**src/core/sdpd_pkg.sv**
```systemverilog
package sdpd_pkg;
  // ----------------------------------------------------------------
  // clock and timing
  // ----------------------------------------------------------------
  localparam int CLK_PERIOD_PS = 40000;
  localparam int CNT_W = 16;
  localparam int PD_EXIT_DLL_MIN_CK = 10;
  localparam int PD_EXIT_DLL_NS = 24;
  localparam int PD_EXIT_DLL_NS_CK = (PD_EXIT_DLL_NS * 1000 + CLK_PERIOD_PS - 1) / CLK_PERIOD_PS;
  localparam int PD_EXIT_DLL_CK =
    (PD_EXIT_DLL_NS_CK > PD_EXIT_DLL_MIN_CK) ? PD_EXIT_DLL_NS_CK : PD_EXIT_DLL_MIN_CK;
  localparam int ACT_TO_PD_CK = 1;
  localparam int PRE_TO_PD_CK = 1;
  localparam int REF_TO_PD_CK = 1;
  localparam int READ_PD_EXTRA_CK = 5;
  localparam int WRITE_PD_EXTRA_CK = 4;
  localparam int FIXED_CHOP_SAVING_CK = 2;
  localparam int WRITE_AP_EXTRA_CK = 1;
  localparam int REFRESH_PD_LIMIT = 9;
  localparam int PD_EXIT_LATENCY_CK = 3;
  localparam int BUFFER_DISABLE_DELAY_CK = 1;
  localparam int MIN_PD_TIME_CK = 3;
  localparam int MIN_CKE_PULSE_CK = 3;
  localparam int MODE_UPDATE_DELAY_CK = 12;
  localparam int ASYNC_TERM_LEAD_CK = 1;
  localparam int REFRESH_INTERVAL_CK = 195;
  // ----------------------------------------------------------------
  // mode register fields, bank count and command codes
  // ----------------------------------------------------------------
  localparam int MR2_AUTO_SELFREF_BIT = 6;
  localparam int MR2_SELFREF_TEMP_BIT = 7;
  localparam int MR0_WR_LSB = 9;
  localparam int MR0_WR_W = 3;
  localparam int MR0_PD_EXIT_BIT = 12;
  localparam int NUM_BANKS = 8;
  localparam int BANK_W = 3;
  localparam logic [3:0] CMD_NOP = 4'h7;
  localparam logic [3:0] CMD_ACT = 4'h3;
  localparam logic [3:0] CMD_RD = 4'h5;
  localparam logic [3:0] CMD_WR = 4'h4;
  localparam logic [3:0] CMD_PRE = 4'h2;
  localparam logic [3:0] CMD_REF = 4'h1;
  localparam logic [3:0] CMD_MRS = 4'h0;
  localparam logic [3:0] CMD_DES = 4'h8;

  typedef enum logic [2:0]
  {
    SR_NORMAL = 3'h1,
    SR_EXTENDED = 3'h2,
    SR_ILLEGAL = 3'h4
  } sdpd_sr_e;

  // timing settings from the user
  typedef struct packed
  {
    logic [4:0] read_latency;
    logic [4:0] write_latency;
    logic [4:0] write_recovery;
    logic fixed_burst_chop;
    logic pd_slow_exit;
  } sdpd_cfg_s;

  // one command seen on the bus
  typedef struct packed
  {
    logic valid;
    logic [3:0] code;
    logic [BANK_W-1:0] bank;
    logic autoprecharge;
    logic precharge_all;
  } sdpd_cmd_s;
endpackage : sdpd_pkg

```
**src/core/sdpd_bank_track.sv**
```systemverilog
`timescale 1ns/1ps
module sdpd_bank_track
(
  input wire logic clk,
  input wire logic rst,
  input wire logic ce,
  input wire sdpd_pkg::sdpd_cmd_s cmd,
  output logic any_open
);
  logic [sdpd_pkg::NUM_BANKS-1:0] open_reg;
  logic [sdpd_pkg::NUM_BANKS-1:0] open_next;

  // ----------------------------------------------------------------
  // per-bank open state
  // ----------------------------------------------------------------
  // bank open tracking
  always_comb
  begin
    open_next = open_reg;
    for (int i = 0; i < sdpd_pkg::NUM_BANKS; i++)
    begin
      if (cmd.valid && cmd.bank == i[sdpd_pkg::BANK_W-1:0])
      begin
        if (cmd.code == sdpd_pkg::CMD_ACT)
          open_next[i] = 1'b1;
        else if ((cmd.code == sdpd_pkg::CMD_RD || cmd.code == sdpd_pkg::CMD_WR)
                 && cmd.autoprecharge)
          open_next[i] = 1'b0;
      end
      if (cmd.valid && cmd.code == sdpd_pkg::CMD_PRE
          && (cmd.precharge_all || cmd.bank == i[sdpd_pkg::BANK_W-1:0]))
        open_next[i] = 1'b0;
    end
  end

  always_ff @(posedge clk)
  begin
    if (rst)
      open_reg <= '0;
    else if (ce)
      open_reg <= open_next;
  end

  assign any_open = |open_reg;
endmodule : sdpd_bank_track

```
**src/core/sdpd_counter.sv**
```systemverilog
`timescale 1ns/1ps
module sdpd_counter
(
  input wire logic clk,
  input wire logic rst,
  input wire logic ce,
  input wire logic load,
  input wire logic [sdpd_pkg::CNT_W-1:0] value,
  output logic done
);
  logic [sdpd_pkg::CNT_W-1:0] cnt_reg;
  logic [sdpd_pkg::CNT_W-1:0] cnt_next;

  // ----------------------------------------------------------------
  // down counter, done at zero
  // ----------------------------------------------------------------
  always_comb
  begin
    cnt_next = cnt_reg;
    if (load)
    begin
      if (value > cnt_reg)
        cnt_next = value;
      else if (cnt_reg != '0)
        cnt_next = cnt_reg - 1'b1;
    end
    else if (cnt_reg != '0)
      cnt_next = cnt_reg - 1'b1;
  end

  always_ff @(posedge clk)
  begin
    if (rst)
      cnt_reg <= '0;
    else if (ce)
      cnt_reg <= cnt_next;
  end

  assign done = (cnt_reg == '0);
endmodule : sdpd_counter

```
**src/core/sdpd_ctrl.sv**
```systemverilog
`timescale 1ns/1ps
// Summary of operation
// - auto-selfref and temp-range bits select normal or extended; both set illegal
// - never drop clock enable during mode, mpr, calibration, read or write
// - wait one cycle after activate, precharge, refresh; mode delay after mode set
// - read: rl plus five; write: wl plus four plus recovery, chop minus two
// - write recovery field is recovery time over period, rounded up
// - only nop or deselect until buffer-disable delay has elapsed
// - dll unlocked at entry means dll reset needed after exit
// - hold clock enable low, reset high, clock and termination valid
// - hold power-down at least minimum time, at most nine refresh intervals; the code exits after pd_max_cycles instead
// - exit with clock enable high and nop; hold high minimum pulse
// - wait exit latency, or dll exit latency for reads after slow exit
// - exit-refresh-reentry: exit latency before refresh, dll latency before reentry
// - slow exit: termination asynchronous from lead before entry to after exit
module sdpd_ctrl
(
  input wire logic clk,
  input wire logic rst,
  input wire logic ce,
  input wire sdpd_pkg::sdpd_cfg_s cfg,
  input wire logic [sdpd_pkg::CNT_W-1:0] pd_max_cycles,
  input wire logic auto_selfref_enable,
  input wire logic selfref_temp_range,
  input wire logic mrs_busy,
  input wire logic dll_locked,
  input wire logic pd_req,
  input wire sdpd_pkg::sdpd_cmd_s user_cmd,
  output logic user_cmd_ready,
  output logic user_read_ready,
  output logic pd_active,
  output logic dll_reset_needed,
  output sdpd_pkg::sdpd_sr_e selfref_mode,
  output logic mode_illegal,
  output logic term_async,
  output logic mem_cke,
  output logic mem_reset_n,
  output sdpd_pkg::sdpd_cmd_s mem_cmd
);
  typedef enum logic [4:0]
  {
    ST_RUN = 5'h01,
    ST_LEAD = 5'h02,
    ST_PD = 5'h04,
    ST_EXIT = 5'h08,
    ST_SETTLE = 5'h10
  } sdpd_state_e;

  sdpd_state_e state_reg;
  sdpd_state_e state_next;
  logic cke_reg;
  logic cke_next;
  logic async_reg;
  logic async_next;
  logic slow_reg;
  logic slow_next;
  logic dllrst_reg;
  logic dllrst_next;
  logic [sdpd_pkg::CNT_W-1:0] stay_reg;
  logic [sdpd_pkg::CNT_W-1:0] stay_next;
  sdpd_pkg::sdpd_cmd_s cmd_reg;
  sdpd_pkg::sdpd_cmd_s cmd_next;
  logic any_open;
  logic cmd_issue;
  logic entry_ok;
  logic exit_ok;
  logic dll_ok;
  logic pdmin_ok;
  logic pulse_ok;
  logic buf_ok;
  logic lead_ok;
  logic entry_load;
  logic exit_load;
  logic dll_load;
  logic [sdpd_pkg::CNT_W-1:0] entry_val;
  logic [sdpd_pkg::CNT_W-1:0] exit_val;

  // ----------------------------------------------------------------
  // helpers
  // ----------------------------------------------------------------
  function automatic logic [sdpd_pkg::CNT_W-1:0] to_cnt(input int v);
    return v[sdpd_pkg::CNT_W-1:0];
  endfunction : to_cnt

  function automatic logic is_quiet(input sdpd_pkg::sdpd_cmd_s c);
    return !c.valid || c.code == sdpd_pkg::CMD_NOP || c.code == sdpd_pkg::CMD_DES;
  endfunction : is_quiet

  // ----------------------------------------------------------------
  // self refresh temperature mode
  // ----------------------------------------------------------------
  // range decode
  always_comb
  begin
    unique case ({auto_selfref_enable, selfref_temp_range})
      2'b00: selfref_mode = sdpd_pkg::SR_NORMAL;
      2'b11: selfref_mode = sdpd_pkg::SR_ILLEGAL;
      default: selfref_mode = sdpd_pkg::SR_EXTENDED;
    endcase
  end
  assign mode_illegal = auto_selfref_enable & selfref_temp_range;

  // ----------------------------------------------------------------
  // entry delay since last command
  // ----------------------------------------------------------------
  assign cmd_issue = user_cmd.valid && user_cmd_ready && !is_quiet(user_cmd);

  always_comb
  begin
    entry_val = '0;
    unique case (user_cmd.code)
      sdpd_pkg::CMD_ACT: entry_val = to_cnt(sdpd_pkg::ACT_TO_PD_CK);
      sdpd_pkg::CMD_PRE: entry_val = to_cnt(sdpd_pkg::PRE_TO_PD_CK);
      sdpd_pkg::CMD_REF: entry_val = to_cnt(sdpd_pkg::REF_TO_PD_CK);
      sdpd_pkg::CMD_MRS: entry_val = to_cnt(sdpd_pkg::MODE_UPDATE_DELAY_CK);
      sdpd_pkg::CMD_RD:
        entry_val = to_cnt(sdpd_pkg::READ_PD_EXTRA_CK) + to_cnt(int'(cfg.read_latency));
      sdpd_pkg::CMD_WR:
      begin
        entry_val = to_cnt(int'(cfg.write_latency)) + to_cnt(int'(cfg.write_recovery))
                    + to_cnt(sdpd_pkg::WRITE_PD_EXTRA_CK);
        if (cfg.fixed_burst_chop)
          entry_val = entry_val - to_cnt(sdpd_pkg::FIXED_CHOP_SAVING_CK);
        if (user_cmd.autoprecharge)
          entry_val = entry_val + to_cnt(sdpd_pkg::WRITE_AP_EXTRA_CK);
      end
      default: entry_val = '0;
    endcase
  end
  assign entry_load = cmd_issue;

  sdpd_counter u_entry
  (
    .clk(clk),
    .rst(rst),
    .ce(ce),
    .load(entry_load),
    .value(entry_val),
    .done(entry_ok)
  );

  sdpd_bank_track u_banks
  (
    .clk(clk),
    .rst(rst),
    .ce(ce),
    .cmd(mem_cmd),
    .any_open(any_open)
  );

  // ----------------------------------------------------------------
  // power-down timers
  // ----------------------------------------------------------------
  assign exit_load = (state_reg == ST_PD) && state_next == ST_EXIT
                     || (state_reg == ST_RUN && state_next == ST_LEAD)
                     || (state_reg == ST_LEAD && state_next == ST_PD);
  always_comb
  begin
    exit_val = '0;
    if (state_reg == ST_RUN)
      exit_val = to_cnt(sdpd_pkg::ASYNC_TERM_LEAD_CK);
    else if (state_reg == ST_LEAD)
      exit_val = to_cnt(sdpd_pkg::MIN_PD_TIME_CK);
    else
      exit_val = to_cnt(sdpd_pkg::MIN_CKE_PULSE_CK);
  end

  sdpd_counter u_pulse
  (
    .clk(clk),
    .rst(rst),
    .ce(ce),
    .load(exit_load),
    .value(exit_val),
    .done(pulse_ok)
  );
  assign pdmin_ok = pulse_ok;
  assign lead_ok = pulse_ok;

  // dll exit latency also gates reentry
  assign dll_load = (state_reg == ST_PD) && state_next == ST_EXIT;
  sdpd_counter u_dll
  (
    .clk(clk),
    .rst(rst),
    .ce(ce),
    .load(dll_load),
    .value(to_cnt(sdpd_pkg::PD_EXIT_DLL_CK + sdpd_pkg::ASYNC_TERM_LEAD_CK)),
    .done(dll_ok)
  );

  sdpd_counter u_exit
  (
    .clk(clk),
    .rst(rst),
    .ce(ce),
    .load(dll_load),
    .value(to_cnt(sdpd_pkg::PD_EXIT_LATENCY_CK)),
    .done(exit_ok)
  );

  sdpd_counter u_buf
  (
    .clk(clk),
    .rst(rst),
    .ce(ce),
    .load(state_reg == ST_LEAD && state_next == ST_PD),
    .value(to_cnt(sdpd_pkg::BUFFER_DISABLE_DELAY_CK)),
    .done(buf_ok)
  );

  // ----------------------------------------------------------------
  // power-down state machine
  // ----------------------------------------------------------------
  always_comb
  begin
    state_next = state_reg;
    cke_next = cke_reg;
    async_next = async_reg;
    slow_next = slow_reg;
    dllrst_next = dllrst_reg;
    stay_next = stay_reg;
    unique case (state_reg)
      ST_RUN:
      begin
        if (pd_req && entry_ok && dll_ok && !mrs_busy && !cmd_issue)
        begin
          slow_next = !any_open && cfg.pd_slow_exit;
          async_next = !any_open && cfg.pd_slow_exit;
          dllrst_next = dllrst_reg | !dll_locked;
          state_next = ST_LEAD;
        end
      end
      ST_LEAD:
      begin
        if (lead_ok)
        begin
          cke_next = 1'b0;
          stay_next = '0;
          state_next = ST_PD;
        end
      end
      ST_PD:
      begin
        stay_next = stay_reg + 1'b1;
        if (pdmin_ok && buf_ok && (!pd_req || stay_reg >= pd_max_cycles))
        begin
          cke_next = 1'b1;
          state_next = ST_EXIT;
        end
      end
      ST_EXIT:
      begin
        if (pulse_ok && exit_ok)
          state_next = ST_SETTLE;
      end
      ST_SETTLE:
      begin
        if (dll_ok || !slow_reg)
        begin
          async_next = 1'b0;
          slow_next = 1'b0;
          state_next = ST_RUN;
        end
      end
      default: state_next = ST_RUN;
    endcase
    // dll reset request cleared by mode set
    if (cmd_issue && user_cmd.code == sdpd_pkg::CMD_MRS && state_reg == ST_RUN)
      dllrst_next = 1'b0;
  end

  always_ff @(posedge clk)
  begin
    if (rst)
    begin
      state_reg <= ST_RUN;
      cke_reg <= 1'b1;
      async_reg <= 1'b0;
      slow_reg <= 1'b0;
      dllrst_reg <= 1'b0;
      stay_reg <= '0;
    end
    else if (ce)
    begin
      state_reg <= state_next;
      cke_reg <= cke_next;
      async_reg <= async_next;
      slow_reg <= slow_next;
      dllrst_reg <= dllrst_next;
      stay_reg <= stay_next;
    end
  end

  // ----------------------------------------------------------------
  // command path
  // ----------------------------------------------------------------
  // commands only in run state
  assign user_cmd_ready = (state_reg == ST_RUN) && !pd_req && ce;
  assign user_read_ready = user_cmd_ready && !dllrst_reg;

  always_comb
  begin
    cmd_next = '0;
    cmd_next.code = sdpd_pkg::CMD_NOP;
    if (cmd_issue)
      cmd_next = user_cmd;
  end

  always_ff @(posedge clk)
  begin
    if (rst)
    begin
      cmd_reg <= '0;
      cmd_reg.code <= sdpd_pkg::CMD_NOP;
    end
    else if (ce)
      cmd_reg <= cmd_next;
  end

  assign mem_cmd = cmd_reg;
  assign mem_cke = cke_reg;
  assign mem_reset_n = !rst;
  assign pd_active = (state_reg == ST_PD);
  assign term_async = async_reg;
  assign dll_reset_needed = dllrst_reg;
endmodule : sdpd_ctrl

```
**config.mk**
```make
export PLATFORM = sky130hd
export DESIGN_NAME = sdpd_ctrl
export DESIGN_NICKNAME = d
export VERILOG_FILES = /design/src/core/sdpd_pkg.sv /design/src/core/sdpd_bank_track.sv /design/src/core/sdpd_counter.sv /design/src/core/sdpd_ctrl.sv
export SDC_FILE = /design/constraint.sdc
export NUM_CORES = 1
export LEC_CHECK = 0
export ABC_AREA = 1
export BUFFER_PORTS_ARGS = -buffer_cell sky130_fd_sc_hd__buf_2
export CELL_PAD_IN_SITES_DETAIL_PLACEMENT = 0
export CELL_PAD_IN_SITES_GLOBAL_PLACEMENT = 1
export CORE_ASPECT_RATIO = 1.5
export CORE_MARGIN = 5
export CORE_UTILIZATION = 35
export DETAILED_ROUTE_END_ITERATION = 10
export PLACE_DENSITY_LB_ADDON = 0.3
export SLEW_MARGIN = 20
export SYNTH_ARGS = -nofsm -noshare
export SYNTH_HDL_FRONTEND = slang
export SYNTH_SLANG_ARGS = --single-unit
```
**constraint.sdc**
```tcl
create_clock -name clk -period 5.5 [get_ports clk]
set_clock_uncertainty 0.2 [all_clocks]
set_input_delay 0.55 -clock clk [delete_from_list [all_inputs] [get_ports clk]]
set_output_delay 0.55 -clock clk [all_outputs]
set_load 0.01 [all_outputs]
```
* Yosys cells after proc, flatten, opt, wreduce, memory -nomap -nowiden *
Index checks and enable logic that the tools add are counted.

word-level totals
  logic and storage cells = 238
  input bits = 51
  register bits after elaboration = 122
  output and inout port bits = 21

cells by class
  $add $sub $neg = 11
  equal/unequal tests = 31
  bitwise gates (word level) = 2
  reductions and logical operators = 108
  multiplexer cells = 57
  $lt $le $gt $ge = 6

operators with widths
  kind                                                  count
  2-to-1 mux 16 bit                                     19
  zero test 16 bit                                      5
  nonzero test 16 bit                                   5
  subtractor 16 x 1 -> 16 bit (second input constant)   5
  one-hot mux 16 bit (4 select lines)                   1
  logical AND 1 bit                                     36
  adder 16 x 1 -> 16 bit (second input constant)        2
  one-hot mux 16 bit (2 select lines)                   1
  AND reduction 3 bit                                   10
  2-to-1 mux 1 bit                                      25
  2-to-1 mux 5 bit                                      5
  one-hot mux 5 bit (5 select lines)                    1
  nonzero test 2 bit                                    12
  nonzero test 3 bit                                    8
  equality test 4 x 3 -> 1 bit (second input constant)  5
  equality test 4 x 2 -> 1 bit (second input constant)  4
  greater-or-equal comparator 16 bit                    1
  > comparator 1 x 16 -> 1 bit (first input constant)   1
  > comparator 16 bit                                   1
  > comparator 2 x 16 -> 1 bit                          1
  > comparator 2 x 16 -> 1 bit (first input constant)   1
  > comparator 4 x 16 -> 1 bit (first input constant)   1
  logical OR 1 bit                                      15
  equality test 3 bit (second input constant)           4
  29 further kinds                                      46

* Depth between registers and ports, before layout *
Gate-level depths: netlist of the first run.

  depth after elaboration = 14
  depth in mapped cells = 31
  gate-level depth less buffers = 30

* By module *
A second synthesis of the first run with hierarchy kept.

unflattened totals
  cells, all modules = 2045
  area, all modules = 12421.9 um^2

modules (own cells, without submodules)
  module           cells each  times used  area an instance (um^2)  seq. area each (um^2)
  sdpd_counter     288         5           1755.4                   320.3
  sdpd_ctrl        492         1           3012.9                   680.7
  sdpd_bank_track  113         1           631.9                    160.2

* Worst setup path before layout of the first run *
OpenSTA, ideal clock, no wires.

  path kind = input port to flip-flop
  start = input port cfg[3] (netlist name)
  end = register u_entry.cnt_reg[4] (netlist name)
  data arrival time = 4308 ps
  buffers on the path = 1
  data required time = 5191 ps
  library setup time = 109 ps
  path slack = 883 ps
  stages = 26
  cells stage by stage = ha_1 ha_1 fa_1 inv_1 ha_1 nand2_1 o21ai_0 nor2_1 nand2_1 nor2_1 nand3_1 ha_1 nor2_1 nand3b_1 inv_1 ha_1 nand2_1 nor4_1 a21oi_1 nand2_1 inv_1 buf_6 a21oi_1 o21ai_0 nand2_1 inv_1

on the way
  word-level cells in the longest chain between the ends = 11

RTL lines
  item                                     line                text
  from (decl)                              sdpd_ctrl.sv:21     input wire sdpd_pkg::sdpd_cfg_s cfg,
  adder 5 x 5 -> 6 bit (*)                 sdpd_ctrl.sv:120    entry_val = to_cnt(int'(cfg.write_latency)) + to_cnt(int'(cfg.write_recovery))
  adder 6 x 3 -> 7 bit (*)                 sdpd_ctrl.sv:121    + to_cnt(sdpd_pkg::WRITE_PD_EXTRA_CK);
  subtractor 7 x 2 -> 8 bit                sdpd_ctrl.sv:123    entry_val = entry_val - to_cnt(sdpd_pkg::FIXED_CHOP_SAVING_CK);
  2-to-1 mux 16 bit (*)                    sdpd_ctrl.sv:122    if (cfg.fixed_burst_chop)
  2-to-1 mux 16 bit (*)                    sdpd_ctrl.sv:111    unique case (user_cmd.code)
  adder 16 x 1 -> 16 bit                   sdpd_ctrl.sv:125    entry_val = entry_val + to_cnt(sdpd_pkg::WRITE_AP_EXTRA_CK);
  2-to-1 mux 16 bit (*)                    sdpd_ctrl.sv:124    if (user_cmd.autoprecharge)
  one-hot mux 16 bit (4 select lines) (*)  sdpd_ctrl.sv:111
  > comparator 16 bit                      sdpd_counter.sv:22  if (value > cnt_reg)
  2-to-1 mux 16 bit (*)                    sdpd_counter.sv:22
  2-to-1 mux 16 bit (*)                    sdpd_counter.sv:20  if (load)
  to (signal assigned)                     sdpd_counter.sv:36  cnt_reg <= cnt_next;
  to (decl)                                sdpd_counter.sv:11  logic [sdpd_pkg::CNT_W-1:0] cnt_reg;

Every way passes the cells marked *; elsewhere a longest branch is shown, timed or not. The select of a mux whose other input is x is not followed.
A chain may end at the register's enable or synchronous reset.

* Worst setup path after layout of the first run *
  start = input port cfg[3] (netlist name)
  end = register u_entry.cnt_reg[8] (netlist name)

Same word-level chain as after synthesis.

==> results.py, run 1 <==
metrics = {
    "floorplanning": {
        "core_sq_um": 23600,
        "num_rows": 69,
        "io_pins": 72,
        "die_y_um": 199,
        "initial_core_util_pct": 35.3,
        "die_area_sq_um": 27000,
        "dieWidth_um": 136,
    },
    "logic_synthesis": {
        "yosys.area_share.adder_pct": 8.82,
        "syn_nets": 1379,
        "muxShareOfSynthArea_pct": 0,
        "synth_top_family_by_area": "simple AND/OR/NAND/NOR gates",
        "netlist_area_sq_um": 8310,
        "avgSynthCellArea_sq_um": 6.54,
        "synth-xor-area-share_pct": 6.43,
        "synth.distinct_cells": 44,
        "synth_flop_cell": "dfxtp_1",
        "synthCells": 1270,
        "synth-seq-cells": 122,
        "yosys.area_share.simple_pct": 34.5,
        "synth_edf_count": 0,
        "synth-compound-area-share_pct": 11.3,
        "synth_warnings": 0,
        "async_flop_share_pct": 0,
        "yosysSeqAreaShare_pct": 29.4,
    },
    "sta": {
        "max_freq_mhz": 211,
        "hold_viol_final": 0,
        "maxSlewViolCount": 0,
        "worst_pin_slew_ns": 0.921,
        "fin_tns_setup_ns": 0,
        "rsz0062_at_grt": "no",
        "whs_ns": 0.174,
        "min_period_ns": 4.74,
        "setup_violations": 0,
        "finalCritPeriodShare_pct": 86.1,
        "timing.max_slew.rel_slack_pct": 38.1,
    },
    "detailed_routing": {
        "wl_per_cell_um": 12.8,
        "first_pass_iters": 4,
        "viasPerCell": 4.85,
        "postRouteAntennaNets": 0,
        "routed_wl_mm": 21.5,
        "drc": 0,
        "drtIter0Drc": 282,
        "num_vias": 8094,
    },
    "power_and_ir_drop": {
        "ir_worst_vdd_mv": 0.224,
        "switchingPower_mw": 2.05,
        "switching_share_pct": 42.7,
        "p_comb_share_pct": 46.8,
        "powerDensity_nw_per_um2": 500,
        "intPower_mw": 2.75,
        "total_power_mw": 4.81,
        "leakage_nw": 4.67,
        "clockPowerShare_pct": 25.3,
        "seqPwrFrac_pct": 27.8,
    },
    "clock_network": {
        "cts_setup_buffers": 0,
        "clock_tree.buffer_depth": 2,
        "tritoncts": "done",
        "cts_root_buffer": "clkbuf_16",
        "cts-hold-fix-buffers": 0,
        "worstSkewPairLatency_ns": 0.42,
        "numCtsBuffers": 17,
        "clock_sinks": 122,
        "htree_levels": 4,
        "path_clk_slew_ns": 0.06,
        "ctsResizeCount": 0,
    },
    "worst_setup_path": {
        "worstPathMaxFanout": 11,
        "max_stage_delay_ns": 0.51,
        "path_class": "in2reg",
        "start_kind": "input port",
        "cp.arrival_ns": 4.80,
        "cp.required_ns": 5.57,
        "crit_path_end_kind": "flop",
        "r2r_slack_ns": 2.52,
        "cpMostUsedCell": "nand2_1",
        "cp_slowest_cell": "fa_1",
    },
    "grt": {
        "grt_max_degree": 67,
        "first_global_vias": 7979,
        "grt_overflow": 0,
        "antenna_found_initial": 0,
        "grt_pass1_wl_mm": 36.4,
        "track_usage_pct": 16.5,
    },
    "place": {
        "io_buffers": 71,
        "place_area_sq_um": 8970,
        "hpwl_mm": 16.7,
        "place_congestion": 0.842,
    },
    "hold_path": {
        "hp-class": "in2reg",
    },
    "cells_and_area": {
        "design_area_sq_um": 9610,
        "drive_gt1_share_pct": 9.55,
        "area_growth_pct": 15.7,
        "diodes": 0,
        "finish.net_count": 1447,
    },
    "outcome": {
        "status": "finished clean",
    },
    "run": {
        "cap_violations": 0,
    },
}
cell families after synthesis:
family / count (synthesis)
fa+ha+maj: 58
compound gates: 168
xor+xnor: 61
buf+inv: 202
simple gates: 659
flops: 122
routing by layer:
metal / GRT usage, % / vias up / share of wire, %
met5: 0 / - / 0
met4: 5.68 / 0 / 2.1
met3: 2.68 / 30 / 3.4
met2: 31.5 / 123 / 52
met1: 18.4 / 3658 / 42
li1: - / 4283 / -
critical path, delay by kind of cell:
family                     cells  cell delay [ns]
and+or+nand+nor               14             1.50
adders and majority gates      6             1.90
AOI/OAI and AO/OA              4             0.36
buffers and inverters          4             0.50
power groups by stage:
stage | clock, mW | combinational (mW) | sequential [mW]
floorplan | 0 | 1.83 | 1.30
global placement | 0 | 2.26 | 1.35
detailed placement | 0 | 2.27 | 1.35
CTS | 1.25 | 2.28 | 1.34
global route | 1.29 | 2.65 | 1.37
finish | 1.22 | 2.25 | 1.34
through the flow:
| step | util (%) | cells | setup slack (ns) |
|---|---|---|---|
| floorplan | - | 1270 | 0.883 |
| global placement | 38.0 | 1638 | 0.411 |
| detailed placement | 38.0 | 1638 | 0.351 |
| CTS | 40.8 | 1670 | 0.787 |
| global route | 40.8 | 1670 | 0.398 |
| finish | 40.8 | 1670 | 0.764 |
path summary, 6_finish.rpt:
| path | start | end | cells past startpoint |
|---|---|---|---|
| min reg2reg | stay_reg[12] | stay_reg[12] | 2 |
| max | cfg[3] | u_entry.cnt_reg[8] | 28 |
| min | user_cmd[0] | mem_cmd[0] | 3 |
| max reg2reg | u_entry.cnt_reg[0] | u_pulse.cnt_reg[11] | 11 |
cells in the final DEF, fill, tap and decap left out, drive strengths merged, types with 19 or more instances in the layout:
cell	netlist	final
a21oi	92	92
buf	12	76
clkbuf	15	19
dfxtp	122	122
ha	57	57
inv	175	176
nand2	271	271
nand3	99	99
nand4	23	23
nor2	187	187
nor3	49	49
o21ai	45	45
xor2	46	46
cell usage after synthesis, drive strengths merged, types with 9 or more instances:
| cell | n | area (sq um) |
|---|---|---|
| a21oi | 92 | 472 |
| buf | 12 | 77.6 |
| clkbuf | 15 | 57.6 |
| dfxtp | 122 | 2440 |
| ha | 57 | 713 |
| inv | 175 | 657 |
| nand2 | 271 | 1030 |
| nand3 | 99 | 500 |
| nand4 | 23 | 156 |
| nor2 | 187 | 726 |
| nor3 | 49 | 255 |
| nor4 | 15 | 93.8 |
| o211ai | 9 | 67.6 |
| o21ai | 45 | 236 |
| xnor2 | 15 | 131 |
| xor2 | 46 | 403 |
layout make-up:
cell class                 instances  area [sq um]
clock buffer                      19           453
clock inverter                    13           193
fill                            2598         14000
inverter                         175           657
multi-input combinational        946          5080
sequential                       122          2440
tap                              319           399
timing repair buffer              76           393
(Power assumes the default switching activity.)
==> inputs of run 2 (changes only) <==
--- a/config.mk
+++ b/config.mk
@@ -17,4 +17,5 @@
 export SLEW_MARGIN = 20
 export SYNTH_ARGS = -nofsm -noshare
 export SYNTH_HDL_FRONTEND = slang
+export SYNTH_HIERARCHICAL = 1
 export SYNTH_SLANG_ARGS = --single-unit
==> run 2 against run 1 <==
Combinational power increased by 100%. Register-to-register slack got worse by 0.71 ns. Fmax increased by 0.60%. Critical path type unchanged.
==> results.py, run 2 <==
metrics = {
    "detailed_routing": {
        "drtIter0Drc": 478,
        "first_pass_iters": 5,
        "wl_per_cell_um": 13.0,
        "drc": 0,
        "viasPerCell": 4.65,
        "postRouteAntennaNets": 0,
        "routed_wl_mm": 34.9,
        "num_vias": 12500,
    },
    "worst_setup_path": {
        "max_stage_delay_ns": 0.45,
        "critPathBufInv": 2,
        "cpMostUsedCell": "ha_1",
        "path_class": "in2reg",
        "worstPathMaxFanout": 16,
        "cp_slowest_cell": "fa_1",
        "cp.arrival_ns": 4.87,
        "cp.required_ns": 5.67,
        "start_kind": "input port",
        "cp_top_family": "adder cells",
        "r2r_slack_ns": 1.81,
        "startpoint": "cfg[3]",
        "r2r-start": "u_entry/cnt_reg[0]",
        "crit_path_end_kind": "flop",
        "path_cells": "buf_2, ha_1, ha_1, inv_1, fa_1, ha_1, nand2_1, o21ai_0, nor2_1, nand3_1, nor2_1, nand2_1, ha_1, a211oi_1, ha_1, nand2_1, nor2_2, nand4_1, o21a_1, nand2_4, nand2_1, nand3_1, a21oi_1",
    },
    "sta": {
        "timing.max_slew.rel_slack_pct": 42.5,
        "hold_viol_final": 0,
        "worst_pin_slew_ns": 0.854,
        "whs_ns": 0.166,
        "finalCritPeriodShare_pct": 85.6,
        "setup_violations": 0,
        "fin_tns_setup_ns": 0,
        "maxSlewViolCount": 0,
        "min_period_ns": 4.71,
        "worst_slack_ns": 0.792,
        "rsz0062_at_grt": "no",
        "max_freq_mhz": 212,
    },
    "place": {
        "place_area_sq_um": 13300,
        "io_buffers": 71,
        "hpwl_mm": 26.4,
        "place_congestion": 0.862,
        "dp_slack_ns": 0.384,
    },
    "clock_network": {
        "tritoncts": "done",
        "path_clk_slew_ns": 0.07,
        "clock_tree.buffer_depth": 2,
        "cts_setup_buffers": 0,
        "htree_levels": 4,
        "cts-hold-fix-buffers": 0,
        "ctsResizeCount": 0,
        "cts_root_buffer": "clkbuf_16",
        "numCtsBuffers": 17,
        "worstSkewPairLatency_ns": 0.44,
        "clock_sinks": 122,
    },
    "floorplanning": {
        "die_y_um": 241,
        "dieWidth_um": 164,
        "die_area_sq_um": 39400,
        "initial_core_util_pct": 35.4,
        "core_sq_um": 35100,
        "num_rows": 84,
        "io_pins": 72,
    },
    "hold_path": {
        "hp-class": "in2reg",
        "hold_start": "user_cmd[3]",
    },
    "cells_and_area": {
        "drive_gt1_share_pct": 7.68,
        "area_growth_pct": 11.9,
        "fin_util_pct": 39.6,
        "n_fill_cell": 3970,
        "finish.net_count": 2376,
        "design_area_sq_um": 13900,
        "final_common_cell": "nand2_1",
        "final_cell_mix": "567 x nand2_1, 313 x inv_1, 240 x nor2_1",
    },
    "grt": {
        "grt_max_degree": 60,
        "grt_overflow": 0,
        "track_usage_pct": 18.1,
        "antenna_found_initial": 1,
        "first_global_vias": 12000,
        "grt_pass1_wl_mm": 58.4,
    },
    "power_and_ir_drop": {
        "leakage_nw": 7.01,
        "ir_worst_vdd_mv": 0.259,
        "powerDensity_nw_per_um2": 511,
    },
    "logic_synthesis": {
        "synthCells": 2045,
        "yosysSeqAreaShare_pct": 19.7,
        "yosysMostFrequentCell": "nand2_1",
        "synth_flop_cell": "dfxtp_1",
        "async_flop_share_pct": 0,
        "netlist_area_sq_um": 12400,
        "avgSynthCellArea_sq_um": 6.07,
        "synth_common_cells": "567 x nand2_1, 313 x inv_1, 240 x nor2_1",
        "synth-seq-cells": 122,
        "synth_top_cell_by_area": "dfxtp_1",
        "synth_warnings": 6,
        "synth.distinct_cells": 50,
        "synth_top_area_share_pct": 19.7,
        "synth_edf_count": 0,
        "synth_area_leaders": "dfxtp_1 20%, nand2_1 17%, ha_1 12%",
    },
    "run": {
        "cap_violations": 0,
    },
    "outcome": {
        "status": "finished clean",
    },
}
==> run 2: cell families (layout without fill, tap and decap cells) <==
family	Yosys count	after routing	synth area share (%)
fa+ha+maj	123	123	12.4
flops	122	122	19.7
other cells	2	123	0.0605
compound gates	224	224	9.60
simple gates	1130	1130	39.1
buf+inv	379	428	14.6
xor+xnor	65	65	4.58
==> run 2: final timing paths <==
| kind | endpoint | depth (start not counted) |
|---|---|---|
| min | mem_cmd[3] | 3 |
| max | u_entry/cnt_reg[2] | 23 |
| min reg2reg | u_pulse/cnt_reg[15] | 2 |
| max reg2reg | u_pulse/cnt_reg[8] | 13 |
==> run 2: cell type report <==
type,instances,area [sq um],area share (%)
Timing Repair Buffer,77,405,2.92
Clock inverter,12,198,1.42
Tap cell,473,592,4.26
Sequential cell,122,2440,17.6
Inverter,320,1200,8.64
Clock buffer,19,443,3.19
Antenna cell,1,2.50,0.0180
Multi-Input combinational cell,1664,8620,62.0
==> run 2: report_power, final <==
part	switching [mW]	internal (mW)
clock	0.429	0.811
combinational	2.86	1.64
sequential	0.254	1.11
total	3.54	3.56
==> run 2: per-stage QoR <==
step / total power, mW / cells
3_5_place_dp: 5.86 / 2656
6_report: 7.10 / 2688
5_1_grt: 7.97 / 2687
3_3_place_gp: 5.84 / 2656
4_1_cts: 7.15 / 2687
2_1_floorplan: 4.95 / 2165
==> run 2: worst reg2reg max path, cell delays in order, from the launching register on <==
cell and delay (ns):
dfxtp_1 0.35, inv_1 0.17, ha_1 0.22, nand3_1 0.09
nor4_1 0.76, nand4_1 0.16, inv_1 0.11, nand2_1 0.11
nand3_1 0.16, o21a_1 0.64, nand2_4 0.29, nand2_1 0.14
nand3_1 0.08, a21oi_1 0.15
==> run 2: per-layer routing <==
layer / up-vias / routed length [um] / track usage (%)
li1: 6653 / - / -
met5: - / 0 / 0
met2: 205 / 17800 / 33.1
met1: 5592 / 14900 / 21.2
met3: 47 / 1390 / 3.57
met4: 0 / 796 / 5.39
==> inputs of run 3 (changes only) <==
--- a/config.mk
+++ b/config.mk
@@ -13,7 +13,7 @@
 export CORE_MARGIN = 5
 export CORE_UTILIZATION = 35
 export DETAILED_ROUTE_END_ITERATION = 10
-export PLACE_DENSITY_LB_ADDON = 0.3
+export PLACE_DENSITY_LB_ADDON = 0.05
 export SLEW_MARGIN = 20
 export SYNTH_ARGS = -nofsm -noshare
 export SYNTH_HDL_FRONTEND = slang
==> run 3 against run 2 <==
Via count about the same. Largest cell class unchanged. Largest power group unchanged. Clock power increased by 3%. Final area increased by 0.12%.
==> results.py, run 3 (synthesis results as in run 2) <==
metrics = {
    "worst_setup_path": {
        "r2r-start": "u_pulse/cnt_reg[0]",
        "startpoint": "cfg[3]",
        "cp.arrival_ns": 4.68,
        "worstPathMaxFanout": 9,
        "crit_path_end_kind": "flop",
        "r2r_slack_ns": 1.66,
        "path_class": "in2reg",
        "cp.required_ns": 5.59,
        "start_kind": "input port",
    },
    "clock_network": {
        "clock_tree.buffer_depth": 2,
        "path_clk_slew_ns": 0.06,
        "cts_root_buffer": "clkbuf_16",
        "htree_levels": 4,
        "cts_setup_buffers": 0,
        "worstSkewPairLatency_ns": 0.44,
        "tritoncts": "done",
        "ctsResizeCount": 0,
        "cts-hold-fix-buffers": 0,
        "clock_sinks": 122,
        "numCtsBuffers": 17,
    },
    "detailed_routing": {
        "drc": 0,
        "num_vias": 12500,
        "postRouteAntennaNets": 0,
        "first_pass_iters": 7,
        "routed_wl_mm": 36.2,
        "wl_per_cell_um": 13.5,
        "drtIter0Drc": 544,
        "viasPerCell": 4.64,
    },
    "sta": {
        "rsz0062_at_grt": "no",
        "maxSlewViolCount": 0,
        "min_period_ns": 4.59,
        "worst_pin_slew_ns": 0.960,
        "hold_viol_final": 0,
        "timing.max_slew.rel_slack_pct": 35.4,
        "max_freq_mhz": 218,
        "setup_violations": 0,
        "finalCritPeriodShare_pct": 83.5,
        "fin_tns_setup_ns": 0,
    },
    "floorplanning": {
        "core_sq_um": 35100,
        "die_y_um": 241,
        "num_rows": 84,
        "die_area_sq_um": 39400,
        "initial_core_util_pct": 35.4,
        "dieWidth_um": 164,
        "io_pins": 72,
    },
    "cells_and_area": {
        "n_fill_cell": 4027,
        "regArea_sq_um": 2440,
        "final_common_cell": "nand2_1",
        "drive_gt1_share_pct": 7.67,
        "final_cell_mix": "567 x nand2_1, 313 x inv_1, 240 x nor2_1",
        "finish.net_count": 2376,
        "stdcell_count": 2688,
        "area_growth_pct": 12.1,
        "multi_input_area_sq_um": 8620,
        "diodes": 0,
    },
    "grt": {
        "grt_max_degree": 57,
        "grt_overflow": 0,
        "track_usage_pct": 18.6,
        "first_global_vias": 12000,
        "antenna_found_initial": 0,
        "grt_pass1_wl_mm": 58.9,
    },
    "power_and_ir_drop": {
        "ir_worst_vdd_mv": 0.258,
        "powerDensity_nw_per_um2": 515,
        "leakage_nw": 7.03,
    },
    "place": {
        "place_congestion": 0.866,
        "hpwl_mm": 27.9,
        "place_inst": 2656,
        "io_buffers": 71,
    },
    "hold_path": {
        "hold_start": "user_cmd[4]",
        "hp-class": "in2reg",
    },
    "run": {
        "cap_violations": 0,
    },
    "outcome": {
        "status": "finished clean",
    },
}
## run 3: cell type report
class / instances / area share, %
clock buffer: 26 / 3.80
clock inverter: 6 / 0.935
inverter: 320 / 8.63
multi-input combinational: 1664 / 61.9
sequential: 122 / 17.5
tap: 473 / 4.25
timing repair buffer: 77 / 2.91
## run 3: worst paths after layout
check | to | depth (start not counted)
setup / recovery | u_entry/cnt_reg[7] | 23
hold / removal | mem_cmd[4] | 3
setup reg to reg | u_pulse/cnt_reg[12] | 13
hold reg to reg | u_buf/cnt_reg[14] | 2
## run 3: critical path, stage by stage
cell	delay, ns
buf_2	0.10
ha_1	0.28
ha_1	0.22
inv_1	0.07
fa_1	0.45
ha_1	0.31
nand2_1	0.06
o21ai_0	0.12
nor2_1	0.20
nand3_1	0.10
nor2_1	0.16
nand2_1	0.07
ha_1	0.27
a211oi_1	0.31
ha_1	0.30
nand2_1	0.10
nor2_2	0.05
nand4_1	0.07
o21a_1	0.36
buf_4	0.25
nand3_1	0.10
nand3_1	0.10
a21oi_1	0.07
## run 3: per-layer routing
layer,part of all wire (%),vias to the layer above,GRT usage [%]
li1,-,6651,-
met3,2.1,50,2.39
met2,55,161,37.0
met1,40,5623,19.7
met5,0,-,0
met4,2.4,0,6.23
## run 3: power by group
| part | internal, mW | switching, mW | total (mW) | leakage, nW |
|---|---|---|---|---|
| Combinational | 1.63 | 2.89 | 4.52 | 5.70 |
| Clock | 0.842 | 0.433 | 1.28 | 0.327 |
| Sequential | 1.11 | 0.266 | 1.38 | 0.995 |
| Total | 3.58 | 3.59 | 7.17 | 7.03 |
## run 3: through the flow
| stage | utilization [%] | area, sq um | power [mW] | setup WS, ns | hold WS, ns |
|---|---|---|---|---|---|
| floorplan | - | 12900 | 4.95 | 1.05 | 0.245 |
| CTS | 39.7 | 13900 | 7.23 | 0.918 | 0.141 |
| finish | 39.7 | 13900 | 7.17 | 0.909 | 0.162 |
| detailed placement | 37.8 | 13300 | 5.91 | 0.468 | 0.257 |
| global placement | 37.8 | 13300 | 5.91 | 0.479 | 0.253 |
| global route | 39.7 | 13900 | 7.99 | 0.570 | 0.160 |
